[src/rtl/ocm_cfg_pkg.sv]
// Constants shared by the on-chip memory configuration and fill block
package ocm_cfg_pkg;

  // ----------------------------------------------------------------
  // Register indices on the control register port
  // ----------------------------------------------------------------
  localparam logic [3:0] IDX_INSTR_RANGE = 4'h0;
  localparam logic [3:0] IDX_INSTR_CTRL = 4'h1;
  localparam logic [3:0] IDX_INIT_ADDR = 4'h2;
  localparam logic [3:0] IDX_FILL_DATA = 4'h3;
  localparam logic [3:0] IDX_DATA_RANGE = 4'h4;
  localparam logic [3:0] IDX_DATA_CTRL = 4'h5;

  // ----------------------------------------------------------------
  // Control register fields, bit 7 is the leftmost (first) bit
  // ----------------------------------------------------------------
  localparam int CTL_EN_POS = 7;
  localparam int CTL_FWD_OFF_POS = 6;
  localparam int CTL_READBACK_POS = 5;
  localparam int CTL_AUTO_POS = 4;
  localparam int CTL_WAIT_LSB = 0;
  localparam int CTL_WAIT_W = 4;
  // Writable bits; the rest are reserved and read as zero
  localparam logic [7:0] INSTR_CTL_MASK = 8'hBF;
  localparam logic [7:0] DATA_CTL_MASK = 8'hDF;
  // Control byte sits in the low byte of the 32-bit register word
  localparam int CTL_DATA_LSB = 0;

  // ----------------------------------------------------------------
  // Initialisation address mapping
  // ----------------------------------------------------------------
  localparam int INIT_W = 22;
  localparam int MEM_ADDR_W = 21;
  // Word bits 8..29 counted from the left are bits 23..2
  localparam int INIT_WR_LSB = 2;
  // Legacy readback places them in word bits 0..21, i.e. bits 31..10
  localparam int INIT_LEGACY_LSB = 10;

  // ----------------------------------------------------------------
  // Reset values and timing
  // ----------------------------------------------------------------
  localparam logic [7:0] RANGE_RESET = 8'h00;
  localparam logic [7:0] CTRL_RESET = 8'h00;
  localparam logic [21:0] INIT_RESET = 22'h00_0000;
  localparam logic [31:0] WORD_RESET = 32'h0000_0000;
  localparam logic [3:0] WAIT_1TO1 = 4'h1;
  localparam logic [3:0] MAX_RATIO = 4'h8;
  // Processor cycles from readback enable to data sampled
  localparam int READBACK_WAIT = 2;

  // Readback sequencer
  typedef enum logic [2:0] {
    RB_IDLE = 3'b001,
    RB_ADDR = 3'b010,
    RB_DATA = 3'b100
  } rb_state_t;

endpackage

[src/rtl/range_decoder.sv]
// Address range decoder for one memory controller
`timescale 1ns/10ps
`default_nettype none
module range_decoder (
  input wire logic clk_i,
  input wire logic rst_n_i,
  input wire logic enable_i,
  input wire logic [7:0] range_i,
  input wire logic req_i,
  input wire logic [31:0] addr_i,
  output logic hit_o
);

  // Top byte selects a 16 MB region; a cleared enable blocks every hit
  always_ff @(posedge clk_i or negedge rst_n_i) begin
    if (!rst_n_i) begin
      hit_o <= 1'b0;
    end else begin
      hit_o <= req_i && enable_i && (addr_i[31:24] == range_i);
    end
  end

endmodule
`default_nettype wire

[src/rtl/ratio_detect.sv]
// Measures processor clocks per memory clock and reports it as 2n-1
`timescale 1ns/10ps
`default_nettype none
module ratio_detect (
  input wire logic clk_i,
  input wire logic rst_n_i,
  input wire logic mem_clk_i,
  output logic [3:0] code_o
);

  logic prev_ff;
  logic [3:0] cnt_ff;
  logic [4:0] twice;

  assign twice = {cnt_ff, 1'b0} - 5'h01;

  always_ff @(posedge clk_i or negedge rst_n_i) begin
    if (!rst_n_i) begin
      prev_ff <= 1'b0;
      cnt_ff <= 4'h0;
      code_o <= ocm_cfg_pkg::WAIT_1TO1;
    end else begin
      prev_ff <= mem_clk_i;
      if (mem_clk_i && !prev_ff) begin
        cnt_ff <= 4'h1;
        if (cnt_ff != 4'h0) begin
          code_o <= twice[3:0];
        end
      end else if (cnt_ff != 4'h0 && cnt_ff < ocm_cfg_pkg::MAX_RATIO) begin
        cnt_ff <= cnt_ff + 4'h1;
      end
    end
  end

endmodule
`default_nettype wire

[src/rtl/ocm_dcr_config_and_fill.sv]
// Register bank, address decode and indirect fill path of the memory controllers
`timescale 1ns/10ps
`default_nettype none
module ocm_dcr_config_and_fill (
  input wire logic ref_clk_i,
  input wire logic resetn_i,
  input wire logic [7:0] range_preset_input_i,
  input wire logic [7:0] control_preset_input_i,
  input wire logic [7:0] data_range_preset_i,
  input wire logic [7:0] data_control_preset_i,
  input wire logic [3:0] regbus_addr_i,
  input wire logic regbus_wr_i,
  input wire logic regbus_rd_i,
  input wire logic [31:0] regbus_data_i,
  output logic [31:0] regbus_data_o,
  output logic regbus_ack_o,
  input wire logic instr_mem_clock_i,
  input wire logic data_mem_clock_i,
  input wire logic instr_req_i,
  input wire logic [31:0] instr_addr_i,
  output logic instr_hit_o,
  input wire logic data_req_i,
  input wire logic [31:0] data_addr_i,
  output logic data_hit_o,
  input wire logic load_valid_i,
  input wire logic [31:0] load_data_i,
  output logic operand_valid_o,
  output logic [31:0] operand_data_o,
  output logic [3:0] instr_side_wait_ratio_o,
  output logic [3:0] data_side_wait_ratio_o,
  output logic [20:0] mem_write_addr_bus_o,
  output logic [31:0] mem_write_data_bus_o,
  output logic odd_bank_write_en_o,
  output logic even_bank_write_en_o,
  output logic odd_bank_regpath_en_o,
  output logic even_bank_regpath_en_o,
  input wire logic [31:0] mem_readback_bus_i
);

  // ----------------------------------------------------------------
  // Reset release
  // ----------------------------------------------------------------
  logic rst_meta_ff;
  logic rst_n_ff;

  always_ff @(posedge ref_clk_i or negedge resetn_i) begin
    if (!resetn_i) begin
      rst_meta_ff <= 1'b0;
      rst_n_ff <= 1'b0;
    end else begin
      rst_meta_ff <= 1'b1;
      rst_n_ff <= rst_meta_ff;
    end
  end

  // ----------------------------------------------------------------
  // Declarations
  // ----------------------------------------------------------------
  logic preset_pending_ff;
  logic [7:0] instr_range_compare_ff;
  logic [7:0] instr_mem_control_ff;
  logic [7:0] data_range_ff;
  logic [7:0] data_ctrl_ff;
  logic [21:0] instr_init_address_ff;
  logic [31:0] instr_fill_data_ff;
  logic [3:0] instr_detect;
  logic [3:0] data_detect;
  logic [3:0] nxt_instr_wait;
  logic [3:0] nxt_data_wait;
  logic [7:0] instr_ctl_view;
  logic [7:0] data_ctl_view;
  logic [31:0] nxt_rd_data;
  logic wr_init;
  logic wr_fill;
  logic rd_fill_mem;
  logic readback_on;
  logic fwd_off;
  ocm_cfg_pkg::rb_state_t rb_state_ff;
  ocm_cfg_pkg::rb_state_t nxt_rb_state;
  logic [31:0] steer_ff;
  logic steer_valid_ff;

  assign readback_on = instr_mem_control_ff[ocm_cfg_pkg::CTL_READBACK_POS];
  assign fwd_off = data_ctrl_ff[ocm_cfg_pkg::CTL_FWD_OFF_POS];
  assign wr_init = regbus_wr_i && (regbus_addr_i == ocm_cfg_pkg::IDX_INIT_ADDR);
  assign wr_fill = regbus_wr_i && (regbus_addr_i == ocm_cfg_pkg::IDX_FILL_DATA);
  assign rd_fill_mem = regbus_rd_i && readback_on && (rb_state_ff == ocm_cfg_pkg::RB_IDLE)
                       && (regbus_addr_i == ocm_cfg_pkg::IDX_FILL_DATA);

  // ----------------------------------------------------------------
  // Range and control registers
  // ----------------------------------------------------------------
  always_ff @(posedge ref_clk_i or negedge rst_n_ff) begin
    if (!rst_n_ff) begin
      preset_pending_ff <= 1'b1;
      instr_range_compare_ff <= ocm_cfg_pkg::RANGE_RESET;
      instr_mem_control_ff <= ocm_cfg_pkg::CTRL_RESET;
      data_range_ff <= ocm_cfg_pkg::RANGE_RESET;
      data_ctrl_ff <= ocm_cfg_pkg::CTRL_RESET;
    end else if (preset_pending_ff) begin
      // First cycle after release takes the fabric preset vectors
      preset_pending_ff <= 1'b0;
      instr_range_compare_ff <= range_preset_input_i;
      instr_mem_control_ff <= control_preset_input_i & ocm_cfg_pkg::INSTR_CTL_MASK;
      data_range_ff <= data_range_preset_i;
      data_ctrl_ff <= data_control_preset_i & ocm_cfg_pkg::DATA_CTL_MASK;
    end else if (regbus_wr_i) begin
      if (regbus_addr_i == ocm_cfg_pkg::IDX_INSTR_RANGE) begin
        instr_range_compare_ff <= regbus_data_i[ocm_cfg_pkg::CTL_DATA_LSB +: 8];
      end else if (regbus_addr_i == ocm_cfg_pkg::IDX_INSTR_CTRL) begin
        instr_mem_control_ff <= regbus_data_i[ocm_cfg_pkg::CTL_DATA_LSB +: 8]
                                & ocm_cfg_pkg::INSTR_CTL_MASK;
      end else if (regbus_addr_i == ocm_cfg_pkg::IDX_DATA_RANGE) begin
        data_range_ff <= regbus_data_i[ocm_cfg_pkg::CTL_DATA_LSB +: 8];
      end else if (regbus_addr_i == ocm_cfg_pkg::IDX_DATA_CTRL) begin
        data_ctrl_ff <= regbus_data_i[ocm_cfg_pkg::CTL_DATA_LSB +: 8]
                        & ocm_cfg_pkg::DATA_CTL_MASK;
      end
    end
  end

  // ----------------------------------------------------------------
  // Address decode
  // ----------------------------------------------------------------
  range_decoder u_instr_dec (
    .clk_i(ref_clk_i),
    .rst_n_i(rst_n_ff),
    .enable_i(instr_mem_control_ff[ocm_cfg_pkg::CTL_EN_POS]),
    .range_i(instr_range_compare_ff),
    .req_i(instr_req_i),
    .addr_i(instr_addr_i),
    .hit_o(instr_hit_o)
  );

  range_decoder u_data_dec (
    .clk_i(ref_clk_i),
    .rst_n_i(rst_n_ff),
    .enable_i(data_ctrl_ff[ocm_cfg_pkg::CTL_EN_POS]),
    .range_i(data_range_ff),
    .req_i(data_req_i),
    .addr_i(data_addr_i),
    .hit_o(data_hit_o)
  );

  // ----------------------------------------------------------------
  // Clock ratio
  // ----------------------------------------------------------------
  ratio_detect u_instr_ratio (
    .clk_i(ref_clk_i),
    .rst_n_i(rst_n_ff),
    .mem_clk_i(instr_mem_clock_i),
    .code_o(instr_detect)
  );

  ratio_detect u_data_ratio (
    .clk_i(ref_clk_i),
    .rst_n_i(rst_n_ff),
    .mem_clk_i(data_mem_clock_i),
    .code_o(data_detect)
  );

  // Even codes are unsupported and are run as the odd code just above
  always_comb begin
    nxt_instr_wait = instr_mem_control_ff[ocm_cfg_pkg::CTL_WAIT_LSB +: ocm_cfg_pkg::CTL_WAIT_W]
                     | 4'h1;
    nxt_data_wait = data_ctrl_ff[ocm_cfg_pkg::CTL_WAIT_LSB +: ocm_cfg_pkg::CTL_WAIT_W]
                    | 4'h1;
    if (instr_mem_control_ff[ocm_cfg_pkg::CTL_AUTO_POS]) begin
      nxt_instr_wait = instr_detect;
    end
    if (data_ctrl_ff[ocm_cfg_pkg::CTL_AUTO_POS]) begin
      nxt_data_wait = data_detect;
    end
  end

  always_ff @(posedge ref_clk_i or negedge rst_n_ff) begin
    if (!rst_n_ff) begin
      instr_side_wait_ratio_o <= ocm_cfg_pkg::WAIT_1TO1;
      data_side_wait_ratio_o <= ocm_cfg_pkg::WAIT_1TO1;
    end else begin
      instr_side_wait_ratio_o <= nxt_instr_wait;
      data_side_wait_ratio_o <= nxt_data_wait;
    end
  end

  // ----------------------------------------------------------------
  // Load data path
  // ----------------------------------------------------------------
  always_ff @(posedge ref_clk_i or negedge rst_n_ff) begin
    if (!rst_n_ff) begin
      steer_ff <= ocm_cfg_pkg::WORD_RESET;
      steer_valid_ff <= 1'b0;
      operand_data_o <= ocm_cfg_pkg::WORD_RESET;
      operand_valid_o <= 1'b0;
    end else begin
      steer_ff <= load_data_i;
      steer_valid_ff <= load_valid_i;
      if (fwd_off) begin
        // Extra latch stage adds the second cycle of latency
        operand_data_o <= steer_ff;
        operand_valid_o <= steer_valid_ff;
      end else begin
        operand_data_o <= load_data_i;
        operand_valid_o <= load_valid_i;
      end
    end
  end

  // ----------------------------------------------------------------
  // Initialisation address and fill data
  // ----------------------------------------------------------------
  always_ff @(posedge ref_clk_i or negedge rst_n_ff) begin
    if (!rst_n_ff) begin
      instr_init_address_ff <= ocm_cfg_pkg::INIT_RESET;
    end else if (wr_init) begin
      instr_init_address_ff <= regbus_data_i[ocm_cfg_pkg::INIT_WR_LSB +: ocm_cfg_pkg::INIT_W];
    end else if (wr_fill) begin
      instr_init_address_ff <= instr_init_address_ff + 22'h00_0001;
    end
  end

  always_ff @(posedge ref_clk_i or negedge rst_n_ff) begin
    if (!rst_n_ff) begin
      instr_fill_data_ff <= ocm_cfg_pkg::WORD_RESET;
    end else if (wr_fill) begin
      instr_fill_data_ff <= regbus_data_i;
    end
  end

  // ----------------------------------------------------------------
  // Memory write and register-path enables
  // ----------------------------------------------------------------
  always_ff @(posedge ref_clk_i or negedge rst_n_ff) begin
    if (!rst_n_ff) begin
      mem_write_addr_bus_o <= 21'h00_0000;
      mem_write_data_bus_o <= ocm_cfg_pkg::WORD_RESET;
      odd_bank_write_en_o <= 1'b0;
      even_bank_write_en_o <= 1'b0;
    end else begin
      mem_write_addr_bus_o <= instr_init_address_ff[ocm_cfg_pkg::INIT_W-1:1];
      if (wr_fill) begin
        mem_write_data_bus_o <= regbus_data_i;
      end
      // One write pulse per fill; bank follows the address low bit
      odd_bank_write_en_o <= wr_fill && instr_init_address_ff[0];
      even_bank_write_en_o <= wr_fill && !instr_init_address_ff[0];
    end
  end

  always_ff @(posedge ref_clk_i or negedge rst_n_ff) begin
    if (!rst_n_ff) begin
      odd_bank_regpath_en_o <= 1'b0;
      even_bank_regpath_en_o <= 1'b0;
    end else begin
      odd_bank_regpath_en_o <= (wr_fill || rd_fill_mem) && instr_init_address_ff[0];
      even_bank_regpath_en_o <= (wr_fill || rd_fill_mem) && !instr_init_address_ff[0];
    end
  end

  // ----------------------------------------------------------------
  // Memory readback sequencer
  // ----------------------------------------------------------------
  always_comb begin
    nxt_rb_state = rb_state_ff;
    case (rb_state_ff)
      ocm_cfg_pkg::RB_IDLE: begin
        if (rd_fill_mem) begin
          nxt_rb_state = ocm_cfg_pkg::RB_ADDR;
        end
      end
      ocm_cfg_pkg::RB_ADDR: begin
        nxt_rb_state = ocm_cfg_pkg::RB_DATA;
      end
      ocm_cfg_pkg::RB_DATA: begin
        nxt_rb_state = ocm_cfg_pkg::RB_IDLE;
      end
      default: begin
        nxt_rb_state = ocm_cfg_pkg::RB_IDLE;
      end
    endcase
  end

  always_ff @(posedge ref_clk_i or negedge rst_n_ff) begin
    if (!rst_n_ff) begin
      rb_state_ff <= ocm_cfg_pkg::RB_IDLE;
    end else begin
      rb_state_ff <= nxt_rb_state;
    end
  end

  // ----------------------------------------------------------------
  // Register read mux
  // ----------------------------------------------------------------
  always_comb begin
    instr_ctl_view = instr_mem_control_ff & ocm_cfg_pkg::INSTR_CTL_MASK;
    data_ctl_view = data_ctrl_ff & ocm_cfg_pkg::DATA_CTL_MASK;
    instr_ctl_view[ocm_cfg_pkg::CTL_WAIT_LSB +: ocm_cfg_pkg::CTL_WAIT_W] =
      instr_mem_control_ff[ocm_cfg_pkg::CTL_AUTO_POS] ? instr_detect
      : instr_mem_control_ff[ocm_cfg_pkg::CTL_WAIT_LSB +: ocm_cfg_pkg::CTL_WAIT_W];
    data_ctl_view[ocm_cfg_pkg::CTL_WAIT_LSB +: ocm_cfg_pkg::CTL_WAIT_W] =
      data_ctrl_ff[ocm_cfg_pkg::CTL_AUTO_POS] ? data_detect
      : data_ctrl_ff[ocm_cfg_pkg::CTL_WAIT_LSB +: ocm_cfg_pkg::CTL_WAIT_W];
    nxt_rd_data = ocm_cfg_pkg::WORD_RESET;
    if (regbus_addr_i == ocm_cfg_pkg::IDX_INSTR_RANGE) begin
      nxt_rd_data[ocm_cfg_pkg::CTL_DATA_LSB +: 8] = instr_range_compare_ff;
    end else if (regbus_addr_i == ocm_cfg_pkg::IDX_INSTR_CTRL) begin
      nxt_rd_data[ocm_cfg_pkg::CTL_DATA_LSB +: 8] = instr_ctl_view;
    end else if (regbus_addr_i == ocm_cfg_pkg::IDX_INIT_ADDR) begin
      if (readback_on) begin
        nxt_rd_data[ocm_cfg_pkg::INIT_WR_LSB +: ocm_cfg_pkg::INIT_W] =
          instr_init_address_ff;
      end else begin
        nxt_rd_data[ocm_cfg_pkg::INIT_LEGACY_LSB +: ocm_cfg_pkg::INIT_W] =
          instr_init_address_ff;
      end
    end else if (regbus_addr_i == ocm_cfg_pkg::IDX_FILL_DATA) begin
      nxt_rd_data = instr_fill_data_ff;
    end else if (regbus_addr_i == ocm_cfg_pkg::IDX_DATA_RANGE) begin
      nxt_rd_data[ocm_cfg_pkg::CTL_DATA_LSB +: 8] = data_range_ff;
    end else if (regbus_addr_i == ocm_cfg_pkg::IDX_DATA_CTRL) begin
      nxt_rd_data[ocm_cfg_pkg::CTL_DATA_LSB +: 8] = data_ctl_view;
    end
  end

  // Plain accesses answer next cycle; memory readback answers after the fetch
  always_ff @(posedge ref_clk_i or negedge rst_n_ff) begin
    if (!rst_n_ff) begin
      regbus_data_o <= ocm_cfg_pkg::WORD_RESET;
      regbus_ack_o <= 1'b0;
    end else if (rb_state_ff == ocm_cfg_pkg::RB_DATA) begin
      regbus_data_o <= mem_readback_bus_i;
      regbus_ack_o <= 1'b1;
    end else if (rb_state_ff == ocm_cfg_pkg::RB_IDLE && regbus_rd_i && !rd_fill_mem) begin
      regbus_data_o <= nxt_rd_data;
      regbus_ack_o <= 1'b1;
    end else if (rb_state_ff == ocm_cfg_pkg::RB_IDLE && regbus_wr_i) begin
      regbus_ack_o <= 1'b1;
    end else begin
      regbus_ack_o <= 1'b0;
    end
  end

endmodule
`default_nettype wire

[config.mk]
export PLATFORM = sky130hd
export DESIGN_NAME = ocm_dcr_config_and_fill
export DESIGN_NICKNAME = d
export VERILOG_FILES = /design/src/rtl/ocm_cfg_pkg.sv /design/src/rtl/range_decoder.sv /design/src/rtl/ratio_detect.sv /design/src/rtl/ocm_dcr_config_and_fill.sv
export SDC_FILE = /design/constraint.sdc
export NUM_CORES = 1
export LEC_CHECK = 0
export BUFFER_PORTS_ARGS = -buffer_cell sky130_fd_sc_hd__buf_2
export CAP_MARGIN = 20
export CORE_ASPECT_RATIO = 0.7
export CORE_UTILIZATION = 50
export CTS_CLUSTER_SIZE = 14
export DETAILED_ROUTE_END_ITERATION = 8
export PLACE_DENSITY = 0.83
export RECOVER_POWER = 25
export SYNTH_ARGS = -nofsm -noshare
export SYNTH_HDL_FRONTEND = slang
export SYNTH_SLANG_ARGS = --single-unit
[constraint.sdc]
create_clock -name ref_clk_i -period 9.13 [get_ports ref_clk_i]
set_clock_uncertainty 0.1 [all_clocks]
set_input_delay 0.4565 -clock ref_clk_i [delete_from_list [all_inputs] [get_ports ref_clk_i]]
set_output_delay 0.4565 -clock ref_clk_i [all_outputs]
set_load 0.05 [all_outputs]
== Word-level counts from Yosys, hierarchy flattened ==
Index checks and enable logic that the tools add are counted.
W data, S select, Z words.
Storage, ports and cells
  flip-flop bits (word level): 244
  input bits: 205
  output and inout port bits: 133
  word-level logic and storage cells: 145
Operators by class
  add/sub/neg operators: 5
  $lt $le $gt $ge: 2
  eq/ne operators: 14
  mux-type cells: 50
  reduce and logical (&&, ||, !) cells: 43
Operators with widths (count)
  $mux W8: 25
  $mux W32: 3
  $mux W24: 3
  $mux W22: 2
  $mux W4: 8
  $mux W30: 1
  $add A22 B1 Y22 const B: 1
  $logic_and A1 B1 Y1: 20
  $reduce_bool A2 Y1: 9
  $eq A8 B8 Y1: 2
  $mux W14: 1
  $add A4 B1 Y4 const B: 2
  $eq A4 B2 Y1 const B: 2
  $eq A4 B3 Y1 const B: 2
  $lt A4 B4 Y1 const B: 2
  $ne A2 B2 Y1 const B: 4
  $reduce_bool A4 Y1: 2
  $sub A4 B1 Y4 const B: 2
  $pmux W3 S2: 1
  $reduce_and A2 Y1: 3
  $reduce_and A5 Y1: 1
  $eq A4 B1 Y1 const B: 1
  $logic_not A1 Y1: 4
  $logic_not A4 Y1: 1
  other kinds (9): 12

== Depth between registers and ports, before layout ==
  depth in word-level cells: 9
  depth in mapped cells: 8
  gate-level depth less buffers: 6

== Cells and area by module ==
A second synthesis with hierarchy kept.
Unflattened totals
  cells, all modules: 975
  area, all modules: 10405.0 µm²
Modules (own cells, without submodules)
  ocm_dcr_config_and_fill: instances 1, cells an instance 871, area each 9366.5 µm², seq. area each 5560.3 µm²
  ratio_detect: instances 2, cells an instance 39, area each 397.9 µm², seq. area each 200.2 µm²
  range_decoder: instances 2, cells an instance 13, area each 121.4 µm², seq. area each 25.0 µm²

== Worst setup path before layout ==
Ideal clock, no wire load.
  kind: input to register
  start point: in regbus_addr_i[3]
  end point: reg instr_range_compare_ff[0]
  library setup time: 0.133 ns
  arrival: 1.789 ns
  required time: 8.897 ns
  slack: 7.108 ns
  stages: 5
  path buffers: 1
  path through: clkbuf_2 -> nor4_1 -> nand2_2 -> mux2i_1 -> o21ai_0
Between the ends
  word-level cells in the longest chain between the ends: 3
RTL lines
  start, declared: line ocm_dcr_config_and_fill.sv:11  | input wire logic [3:0] regbus_addr_i,
  $logic_not A4 Y1: line ocm_dcr_config_and_fill.sv:108  | if (regbus_addr_i == ocm_cfg_pkg::IDX_INSTR_RANGE) begin
  $reduce_bool A2 Y1 (no source line)
  $reduce_and A2 Y1 (no source line)
  end signal, assigned: line ocm_dcr_config_and_fill.sv:96  | instr_range_compare_ff <= ocm_cfg_pkg::RANGE_RESET;
  end signal, assigned: line ocm_dcr_config_and_fill.sv:103  | instr_range_compare_ff <= range_preset_input_i;
  end signal, assigned: line ocm_dcr_config_and_fill.sv:109  | instr_range_compare_ff <= regbus_data_i[ocm_cfg_pkg::CTL_DATA_LSB +: 8];
  end, declared: line ocm_dcr_config_and_fill.sv:60  | logic [7:0] instr_range_compare_ff;
Every way passes these cells.
A chain may end at the register's enable or synchronous reset.

==> results.sh <==
export IMPL_status="finished with violations"
export IMPL_violations="capacitance limit, slew limit"
export IMPL_slew_viol_final=81
export IMPL_finalNonFillerCells=1545
export IMPL_remaining_drc_errors=0
export IMPL_placed_cell_area_mm2=0.0119
export IMPL_first_iter_violations=962
export IMPL_peakVddDrop_mv=0.139
export IMPL_post_cts_buffers=0
export IMPL_place_congestion=0.937
export IMPL_setup_viol=0
export IMPL_relSlewSlack_pct=-33.1
export IMPL_groute_usage_overall_pct=30.2
export IMPL_post_cts_resize_count=0
export IMPL_port_buffers=285
export IMPL_worstMarginPinSlew_ns=2.00
export IMPL_fin_area_mm2=0.0129
export IMPL_firstDrtPassIters=5
export IMPL_dp_worst_setup_slack_ns=6.06
export IMPL_ys_async_sr_fraction_pct=100
export IMPL_hold_viol=0
export IMPL_final_common_cell="buf_2"
export IMPL_worst_setup_path_start_kind="flop"
export IMPL_crit_slowest_cell="dfrtp_1"
export IMPL_final_cell_mix="buf_2, dfrtp_1, nand2_1"
export IMPL_crit_buf_inv=1
export IMPL_clock_sinks=238
export IMPL_fmax_ghz=0.365
export IMPL_period_share_pct=30.0
export IMPL_synthFlopType="dfrtp_1"
export IMPL_fin_total_pwr_uw=2980
export IMPL_synthCells=966
export IMPL_drive_gt1_share_pct=27.1
export IMPL_cts_buffer_depth=3
export IMPL_setup_tns_ns=0
export IMPL_cts_tree="built"
export IMPL_grt_antenna_before_repair=3
export IMPL_period_minus_slack_ns=2.74
export IMPL_ys_types=64
export IMPL_clock_latency_ns=0.52
export IMPL_path_max_fanout=190
export IMPL_worstPathCellList="buf_12"
export IMPL_coreArea_mm2=0.0200
export IMPL_hp_class="in2reg"
export IMPL_ios=338
export IMPL_cp_arrival_ns=3.14
export IMPL_setup_ws_ns=6.39
export IMPL_grt_max_degree=191
export IMPL_ant_nets=0
export IMPL_die_y_um=122
export IMPL_maxCapViolations=2
export IMPL_finalWirelength_um=31800
export IMPL_synth_area_top_cells="dfrtp_1, nand2_1, mux2_2"
export IMPL_place_inst=1467
export IMPL_ys_seq_area_share_pct=57.8
export IMPL_area_growth_pct=25.6
export IMPL_synth_cell_area_mm2=0.0103
export IMPL_die_area_mm2=0.0212
export IMPL_ys_ff_latch=238
export IMPL_worstSetupEndpointType="async pin"
export IMPL_crit_type="reg2async"
export IMPL_powerDensity_mw_per_mm2=230
export IMPL_syn_avg_cell_area_um2=10.7
export IMPL_via_count=8958
export IMPL_grt_pass1_vias=8506
export IMPL_synth_top_area_share_pct=57.3
export IMPL_cts_root_buf="clkbuf_16"
export IMPL_fp_dieW_um=174
export IMPL_hold_buffers=36
export IMPL_wl_per_cell_um=20.6
export IMPL_critPathMaxStageDelay_ns=1.68
export IMPL_numCtsBuffers=23
export IMPL_htreeDepth=1
export IMPL_synth_top_cell_by_area="dfrtp_1"
export IMPL_clk_pin_slew_ns=0.06
export IMPL_initial_core_util_pct=51.5
export IMPL_nNetsFinal=1469
export IMPL_synth_edf_count=0
export IMPL_grt_overflow_total=0
export IMPL_rsz0062_at_grt="no"
export IMPL_leakage_uw=0.00622
export IMPL_vias_per_cell=5.80
export IMPL_grt_pass1_wl_um=48600
export IMPL_path_delay_family="flip-flops"
export IMPL_yosys_warnings=0
export IMPL_crit_required_ns=9.53
export IMPL_fp_row_count=43
export IMPL_place_hpwl_um=22100
-- registers in the layout, summed over array words and instances, names as in the netlist, 8 cells and up --
name and flops:
steer_ff 32, mem_write_data_bus_o 32, instr_range_compare_ff 8, data_range_ff 8, regbus_data_o 32, instr_init_address_ff 22
operand_data_o 32, mem_write_addr_bus_o 21
-- cell usage after synthesis, types with 10 or more instances --
library cell / n
dfrtp_1: 236
inv_1: 18
mux2_2: 40
nand3_1: 22
xnor2_1: 19
nand2_1: 167
a21oi_1: 62
a221o_1: 12
buf_2: 16
buf_1: 12
mux2i_1: 43
o21ai_0: 78
nor2_1: 39
a22oi_1: 22
nand2b_1: 11
nor2b_1: 10
clkbuf_1: 34
-- layer usage --
layer | track usage (%) | wire, um | share of wire, % | vias to the layer above
met1 | 44.7 | 13500 | 43 | 4357
met4 | 10.9 | 1080 | 3.4 | 4
met5 | 0 | 23 | 0.072 | -
met2 | 42.9 | 13600 | 43 | 545
met3 | 7.46 | 3570 | 11 | 84
li1 | - | - | - | 3968
-- where the power goes --
part / switching (uW) / internal, uW / leakage, uW
sequential: 128 / 1190 / 0.00298
clock: 398 / 540 / 0.000360
combinational: 502 / 221 / 0.00287
-- final timing paths --
path / slack [ns] / endpoint / depth (start not counted) / start
max in group ref_clk_i: 6.48 / instr_init_address_ff[17]$_DFFE_PN0P_ / 7 / regbus_addr_i[0]
min reg2reg: 0.25 / rst_n_ff$_DFF_PN0_ / 0 / rst_meta_ff$_DFF_PN0_
max: 6.39 / regbus_data_o[9]$_DFFE_PN0P_ / 1 / rst_n_ff$_DFF_PN0_
min: 0.03 / mem_write_data_bus_o[28]$_DFFE_PN0N_ / 3 / regbus_data_i[28]
min in group asynchronous: 0.14 / rst_n_ff$_DFF_PN0_ / 2 / resetn_i
max reg2reg: 6.39 / regbus_data_o[9]$_DFFE_PN0P_ / 1 / rst_n_ff$_DFF_PN0_
-- cell families (layout without fill, tap and decap cells) --
family | Yosys count | after routing | share of synthesized area, %
DFF | 238 | 238 | 57.8
xor gates and xnor gates | 19 | 19 | 1.62
AOI/OAI and AO/OA | 228 | 228 | 13.9
other | 2 | 7 | 0.0729
buffers and inverters | 83 | 387 | 3.30
muxes | 83 | 83 | 8.55
adders and majority gates | 5 | 5 | 0.607
and+or+nand+nor | 308 | 308 | 14.1
-- stage by stage --
| stage | utilization, % | hold slack [ns] |
|---|---|---|
| 3_5_place_dp | 59.4 | 0.144 |
| 6_report | 64.7 | 0.0268 |
| 2_1_floorplan | - | 0.0609 |
| 4_1_cts | 64.8 | 0.0146 |
| 3_3_place_gp | 59.4 | 0.145 |
| 5_1_grt | 64.6 | 0.0300 |
-- cell type report --
cell class | instances | area (um2)
well taps | 270 | 338
multi-input cells | 647 | 4020
flip-flops and latches | 238 | 5960
clock buffers | 34 | 677
clock inverters | 4 | 52.6
diodes | 3 | 7.51
repair buffers | 331 | 1830
inverters | 18 | 67.6
fillers | 1574 | 7070
No activity file was read; power rests on OpenSTA's default activity.
